## src/hw/ethernet_led_driver_defines.vh

```
`ifndef ETHERNET_LED_DRIVER_DEFINES_VH
`define ETHERNET_LED_DRIVER_DEFINES_VH

// Register byte offsets
`define LED_CONFIG_OFS      16'h0e00
`define LED_PIN_ROUTING_OFS 16'h8130

// Per-LED byte in led_config
`define LED_FIELD_W         8
`define LED_MODE_LSB        0
`define LED_MODE_MSB        3
`define LED_INVERT_BIT      5
`define LED_STATE_BIT       6
`define LED_BLINK_BIT       7
`define LED_CONFIG_WMASK    32'hbfbfbfbf
`define LED_BYTE_WMASK      8'hbf

// Source-select codes
`define MODE_LINK_UP        4'h0
`define MODE_FILTER_ACT     4'h1
`define MODE_LINK_ACT       4'h2
`define MODE_ACTIVITY       4'h3
`define MODE_COLLISION      4'h4
`define MODE_PAUSED         4'h5
`define MODE_ON             4'he
`define MODE_OFF            4'hf

// Reset values
`define LED_CONFIG_RST      32'h83838202
`define LED_PIN_ROUTING_RST 32'h000000e4

// EEPROM default words
`define EE_WORD_LED02       9'h01f
`define EE_WORD_LED13       9'h01c
`define EE_BASE_PORT0       9'h000
`define EE_BASE_PORT1       9'h080
`define EE_BASE_PORT2       9'h0c0
`define EE_BASE_PORT3       9'h100

// Blink timing
`define CLK_FREQ_HZ         25000000
`define BLINK_HALF_MS       200
// Half period in clocks: 25 MHz times 200 ms, sized for the counter
`define BLINK_HALF_CYCLES   23'd5000000

`endif

```

## src/hw/ethernet_led_driver.v

```verilog
`timescale 1ns/1ps
`include "ethernet_led_driver_defines.vh"

// How it works
// - Four LED outputs, each picking its own source through its mode field.
// - A per-LED invert bit flips the source ahead of pin and blink logic.
// - With blink set and source asserted the LED is 200 ms on, 200 ms off.
// - Link-and-traffic with blink is off, steady on, or blinking with traffic.
// - A lit LED drives its pin low, sinking the LED cathode current.
// - The led_config register at E00h holds mode, invert and blink per LED.
// - The led_pin_routing register at 8130h maps internal LEDs to pins.
// - Defaults load from EEPROM word 1Fh (LEDs 0,2) and 1Ch (LEDs 1,3).
// - Those offsets add to the port base 0h, 80h, C0h or 100h.
module ethernet_led_driver #(
    parameter [22:0] BLINK_HALF_CYCLES = `BLINK_HALF_CYCLES
) (
    input  wire        sys_clk,
    input  wire        rst_n,
    input  wire [15:0] reg_addr,
    input  wire        reg_wr,
    input  wire        reg_rd,
    input  wire [31:0] reg_wdata,
    output reg  [31:0] reg_rdata,
    input  wire [1:0]  lan_port_id,
    output wire        ee_req,
    output wire [8:0]  ee_addr,
    input  wire        ee_ack,
    input  wire [15:0] ee_data,
    output wire        load_done,
    input  wire        link_up,
    input  wire        activity,
    input  wire        filter_activity,
    input  wire        collision,
    input  wire        paused,
    output reg  [3:0]  led_pin_n
);

    // Default load sequence, RUN holds for good
    localparam [1:0] S_START = 2'd0;
    localparam [1:0] S_RD02  = 2'd1;
    localparam [1:0] S_RD13  = 2'd2;
    localparam [1:0] S_RUN   = 2'd3;

    reg  [1:0]  state_r;
    reg  [1:0]  state_nxt;
    reg  [8:0]  ee_base_r;
    reg  [31:0] led_config_r;
    reg  [31:0] led_config_nxt;
    reg  [31:0] led_pin_routing_r;
    reg  [22:0] blink_cnt_r;
    reg         blink_phase_r;
    wire [3:0]  led_lit;
    wire [31:0] config_rd;
    wire        wr_config;
    wire        wr_routing;

    // Per-port base address
    function [8:0] port_base;
        input [1:0] id;
        begin
            case (id)
                2'd0:    port_base = `EE_BASE_PORT0;
                2'd1:    port_base = `EE_BASE_PORT1;
                2'd2:    port_base = `EE_BASE_PORT2;
                default: port_base = `EE_BASE_PORT3;
            endcase
        end
    endfunction

    // Register offset match
    function reg_hit;
        input [15:0] addr;
        input [15:0] ofs;
        begin
            reg_hit = (addr == ofs);
        end
    endfunction

    // Source selection
    function src_sel;
        input [3:0] mode;
        input       lnk;
        input       act;
        input       fact;
        input       col;
        input       pau;
        begin
            case (mode)
                `MODE_LINK_UP:    src_sel = lnk;
                `MODE_FILTER_ACT: src_sel = fact;
                `MODE_LINK_ACT:   src_sel = lnk;
                `MODE_ACTIVITY:   src_sel = act;
                `MODE_COLLISION:  src_sel = col;
                `MODE_PAUSED:     src_sel = pau;
                `MODE_ON:         src_sel = 1'b1;
                default:          src_sel = 1'b0;
            endcase
        end
    endfunction

    // EEPROM default load sequence
    // Word select
    assign ee_req    = (state_r == S_RD02) || (state_r == S_RD13);
    assign ee_addr   = ee_base_r +
                       ((state_r == S_RD13) ? `EE_WORD_LED13 : `EE_WORD_LED02);
    assign load_done = (state_r == S_RUN);
    assign wr_config  = reg_wr && reg_hit(reg_addr, `LED_CONFIG_OFS);
    assign wr_routing = reg_wr && reg_hit(reg_addr, `LED_PIN_ROUTING_OFS);

    // Each word waits for its answer
    always @* begin
        state_nxt = state_r;
        case (state_r)
            S_START: state_nxt = S_RD02;
            S_RD02:  if (ee_ack) state_nxt = S_RD13;
            S_RD13:  if (ee_ack) state_nxt = S_RUN;
            S_RUN:   state_nxt = S_RUN;
            default: state_nxt = S_START;
        endcase
    end

    always @* begin
        led_config_nxt = led_config_r;
        if (wr_config)
            led_config_nxt = reg_wdata & `LED_CONFIG_WMASK;
        // EEPROM words beat a same-cycle write
        // LEDs 0 and 2 default
        if (state_r == S_RD02 && ee_ack) begin
            led_config_nxt[7:0]   = ee_data[7:0] & `LED_BYTE_WMASK;
            led_config_nxt[23:16] = ee_data[15:8] & `LED_BYTE_WMASK;
        end
        if (state_r == S_RD13 && ee_ack) begin
            led_config_nxt[15:8]  = ee_data[7:0] & `LED_BYTE_WMASK;
            led_config_nxt[31:24] = ee_data[15:8] & `LED_BYTE_WMASK;
        end
    end

    always @(posedge sys_clk) begin
        if (!rst_n) begin
            state_r           <= S_START;
            ee_base_r         <= `EE_BASE_PORT0;
            led_config_r      <= `LED_CONFIG_RST;
            led_pin_routing_r <= `LED_PIN_ROUTING_RST;
        end else begin
            state_r      <= state_nxt;
            led_config_r <= led_config_nxt;
            if (state_r == S_START)
                ee_base_r <= port_base(lan_port_id);
            if (wr_routing)
                led_pin_routing_r <= {24'h000000, reg_wdata[7:0]};
        end
    end

    // Shared blink phase
    // Phase starts dark after reset
    always @(posedge sys_clk) begin
        if (!rst_n) begin
            blink_cnt_r   <= 23'h000000;
            blink_phase_r <= 1'b0;
        end else if (blink_cnt_r == BLINK_HALF_CYCLES - 23'h000001) begin
            blink_cnt_r   <= 23'h000000;
            blink_phase_r <= ~blink_phase_r;
        end else begin
            blink_cnt_r <= blink_cnt_r + 23'h000001;
        end
    end

    genvar gi;
    generate
        for (gi = 0; gi < 4; gi = gi + 1) begin : g_led
            wire [7:0] fld = led_config_r[gi*8 +: 8];
            wire [3:0] mode = fld[`LED_MODE_MSB:`LED_MODE_LSB];
            wire       blink = fld[`LED_BLINK_BIT];
            wire       src = src_sel(mode, link_up, activity,
                                     filter_activity, collision, paused)
                             ^ fld[`LED_INVERT_BIT];
            wire       blink_now = (mode == `MODE_LINK_ACT) ?
                                   (activity ^ fld[`LED_INVERT_BIT]) : 1'b1;
            assign led_lit[gi] = blink ?
                                 (src & (blink_now ? blink_phase_r : 1'b1)) :
                                 src;
            // Bit 6 reads back the lit state
            assign config_rd[gi*8 +: 8] = {fld[7], led_lit[gi], fld[5:0]};
        end
    endgenerate

    integer pi;
    always @(posedge sys_clk) begin
        if (!rst_n) begin
            led_pin_n <= 4'hf;
        end else begin
            for (pi = 0; pi < 4; pi = pi + 1)
                led_pin_n[pi] <= ~led_lit[led_pin_routing_r[pi*2 +: 2]];
        end
    end

    always @(posedge sys_clk) begin
        if (!rst_n) begin
            reg_rdata <= 32'h00000000;
        end else if (reg_rd) begin
            case (reg_addr)
                `LED_CONFIG_OFS:      reg_rdata <= config_rd;
                `LED_PIN_ROUTING_OFS: reg_rdata <= led_pin_routing_r;
                // Unmapped reads return zero
                default:              reg_rdata <= 32'h00000000;
            endcase
        end
    end

endmodule

```

## config.mk

```make
export PLATFORM = sky130hd
export DESIGN_NAME = ethernet_led_driver
export DESIGN_NICKNAME = d
export VERILOG_FILES = /design/src/hw/ethernet_led_driver.v
export VERILOG_INCLUDE_DIRS = /design/src /design/src/hw
export SDC_FILE = /design/constraint.sdc
export NUM_CORES = 1
export LEC_CHECK = 0
export BUFFER_PORTS_ARGS = -buffer_cell sky130_fd_sc_hd__buf_2
export CORE_UTILIZATION = 59
export CTS_BUF_LIST = sky130_fd_sc_hd__clkbuf_8
export CTS_CLUSTER_SIZE = 10
export DETAILED_ROUTE_END_ITERATION = 6
export GPL_ROUTABILITY_DRIVEN = 0
export GPL_TIMING_DRIVEN = 0
export PLACE_DENSITY = 0.95
export SYNTH_ARGS = -nofsm -noshare
export SYNTH_HDL_FRONTEND = slang
export SYNTH_SLANG_ARGS = --single-unit
```

## constraint.sdc

```tcl
create_clock -name sys_clk -period 4.35 [get_ports sys_clk]
set_input_delay 0.435 -clock sys_clk [delete_from_list [all_inputs] [get_ports sys_clk]]
set_output_delay 0.435 -clock sys_clk [all_outputs]
set_load 0.1 [all_outputs]
```

==> flow_metrics.tcl <==
set metrics [dict create \
    worstHoldEndpoint "led_pin_routing_r[5]" \
    ys_seq_elements 101 \
    cts-htree-levels 3 \
    path_clk_slew_ns 0.10 \
    peakVddDrop_uv 255 \
    grt_pass1_wl_mm 21.1 \
    layout_commonest_cell "buf_2" \
    clock_latency_ns 0.38 \
    layout.cells.most_common_list "117 x buf_2, 104 x nor2_1, 101 x dfxtp_1" \
    yosysSeqAreaShare_pct 42.9 \
    synth-edff-count 0 \
    cp-end-kind "output pin" \
    hold_viol 0 \
    crit_fanout 4 \
    critPathBufInv 4 \
    crit_required_ns 3.91 \
    pwr_density_cell_mw_per_mm2 365 \
    port_buffers 111 \
    start_util_pct 61.0 \
    fin_ws_ns 2.21 \
    tritoncts "yes" \
    num_rows 32 \
    p_leak_nw 2.51 \
    p_sw_w 0.000616 \
    die_area_mm2 0.00835 \
    path_cells "inv_1 -> ha_1 -> inv_1 -> buf_4 -> buf_2" \
    grt_pass1_vias 4477 \
    cp_slowest_cell "buf_2" \
    r2r_slack_ns 2.23 \
    clockBufferDepth 2 \
    critical_path_class "reg2out" \
    worst_slew_pin_slew_ns 0.651 \
    area_delta_synth_final_pct 19.7 \
    grt_setup_unrepaired "false" \
    r2r-end "blink_cnt_r[13]" \
    slew_viol_final 0 \
    dr_total_vias 4621 \
    status "finished with violations" \
    first_pass_iters 7 \
    num_antenna_cells 0 \
    drtAntennaViolNets 0 \
    whs_path_depth 3 \
    timing.clock.skew_ns 0.0101 \
    r2r_start "blink_cnt_r[0]" \
    switching_share_pct 29.9 \
    hp-class "in2reg" \
    cpLargestDelayFamily "buffers and inverters" \
    dp_slack_ns 1.92 \
    max_cap_violations 0 \
    syn_avg_cell_area_um2 9.06 \
    die_w_um 91.4 \
    first_iter_violations 395 \
    drcViolationCount 2 \
    coreArea_mm2 0.00773 \
    syn_area_mm2 0.00471 \
    fin_crit_ns 2.14 \
    async_reset_ff_share_pct 0 \
    grt_max_degree 17 \
    final_nets 727 \
    cts-root-buf "clkbuf_8" \
    cts_buffers 9 \
    wl_mm 13.4 \
    cts_setup_buffers 0 \
    p_clk_share_pct 34.4 \
    wl_per_cell_um 17.8 \
    arrival_ns 1.71 \
    die-height_um 91.4 \
    ioPinCount 123 \
    crit_top_cell "inv_1" \
    ctsHoldBuffers 0 \
    num-fill-cells 548 \
    min-delay-start "reg_wdata[5]" \
    power.share.sequential_pct 48.2 \
    antenna_found_initial 0 \
    critPathMaxStageDelay_ns 0.41 \
    syn_inst 520 \
    fin_tns_setup_ns 0 \
    ff2ff_path_depth 8 \
    gr-total-overflow 0 \
    grt_usage_pct 32.2 \
    postCtsResizedCells 0 \
    setup_violations 0 \
    intPower_w 0.00145 \
    cp-start-kind "register" \
    cts.sinks 101 \
    final_layout_size_suffix_gt1_share_pct 24.5 \
    yosysWarnings 0 \
    combPwrFrac_pct 17.5 \
    fmax_ghz 0.467 \
    viasPerCell 6.15 \
    hpwl_mm 9.67 \
    min_period_over_period_pct 49.2 \
    maxSlewHeadroom_pct 56.6 \
    synth-main-ff-cell "dfxtp_1" \
    synth_cell_types 47 \
    violations "design-rule violations" \
]
## sequential cells by signal, summed over array words and instances, names as in the netlist
register           cells
blink_cnt_r           23
blink_phase_r          1
ee_base_r              3
led_config_r          28
led_pin_n              4
led_pin_routing_r      8
reg_rdata             32
state_r                2
## power groups by stage
stage / Combinational (W) / Clock, W / Sequential, W
detailed placement: 0.000351 / 0 / 0.00101
global placement: 0.000342 / 0 / 0.00101
CTS: 0.000355 / 0.000701 / 0.000991
floorplan: 0.000216 / 0 / 0.00105
finish: 0.000360 / 0.000708 / 0.000993
global route: 0.000380 / 0.000744 / 0.000997
## tightest hold or removal path, cell delays in order
cell and delay (ns):
buf_2 0.10, mux2i_1 0.06, nand2_1 0.06
## cells by family after synthesis
| family | Yosys count | share of synthesized area, % |
|---|---|---|
| buf+inv | 44 | 4.57 |
| compound gates | 98 | 15.1 |
| xor+xnor | 30 | 5.58 |
| mux | 42 | 9.16 |
| flops | 101 | 42.9 |
| fa+ha+maj | 7 | 1.86 |
| other cells | 2 | 0.159 |
| simple gates | 196 | 20.7 |
## cells in the mapped netlist (5+ instances only)
| master | count | area, µm² |
|---|---|---|
| nor2_1 | 104 | 390 |
| dfxtp_1 | 101 | 2020 |
| mux2i_1 | 33 | 330 |
| a22oi_1 | 21 | 158 |
| a211oi_1 | 20 | 150 |
| nand2_1 | 19 | 71.3 |
| xor2_1 | 17 | 149 |
| a21oi_1 | 16 | 80.1 |
| clkbuf_1 | 16 | 60.1 |
| xnor2_1 | 13 | 114 |
| nand2b_1 | 12 | 75.1 |
| inv_1 | 11 | 41.3 |
| nand3_1 | 11 | 55.1 |
| mux2_2 | 9 | 101 |
| o21ai_1 | 9 | 45.0 |
| o211ai_1 | 8 | 60.1 |
| a222oi_1 | 7 | 70.1 |
| ha_1 | 7 | 87.6 |
| buf_2 | 6 | 30.0 |
| buf_4 | 6 | 45.0 |
| nand4_1 | 6 | 37.5 |
| o32ai_1 | 6 | 52.6 |
| nor4_1 | 5 | 31.3 |
| nor4b_1 | 5 | 43.8 |
## worst max path at each step
stage | startpoint | endpoint | slack [ns] | depth (start not counted)
6_report | state_r[0] | ee_addr[1] | 2.21 | 5
5_1_grt | blink_cnt_r[0] | blink_cnt_r[13] | 2.04 | 8
4_1_cts | state_r[0] | ee_addr[1] | 2.21 | 5
3_5_place_dp | reg_addr[2] | led_config_r[28] | 1.92 | 8
3_3_place_gp | reg_addr[2] | led_config_r[28] | 1.99 | 8
2_1_floorplan | state_r[0] | ee_addr[1] | 2.23 | 4
## cell type report
type,instances,area [µm²],area share (%)
Buffer,32,170,3.02
Clock buffer,9,124,2.20
Clock inverter,7,115,2.04
Inverter,12,45.0,0.798
Multi-Input combinational cell,377,2480,44.0
Sequential cell,101,2020,35.8
Tap cell,102,128,2.26
Timing Repair Buffer,111,556,9.85
## routing by layer
layer	routed length [µm]	GRT usage, %
met1	4850	36.3
met2	6720	56.9
met3	1240	7.45
met4	554	16.3
met5	0	0
## stage by stage
stage | utilization (%) | hold WS, ns | total power, W | area [µm²] | std cells
2_1_floorplan | - | 0.438 | 0.00126 | 4720 | 522
3_3_place_gp | 69.9 | 0.451 | 0.00135 | 5400 | 735
3_5_place_dp | 69.9 | 0.479 | 0.00136 | 5400 | 735
4_1_cts | 73.0 | 0.292 | 0.00205 | 5640 | 751
5_1_grt | 73.0 | 0.290 | 0.00212 | 5640 | 751
6_report | 73.0 | 0.298 | 0.00206 | 5640 | 751
(Power assumes the default switching activity.)
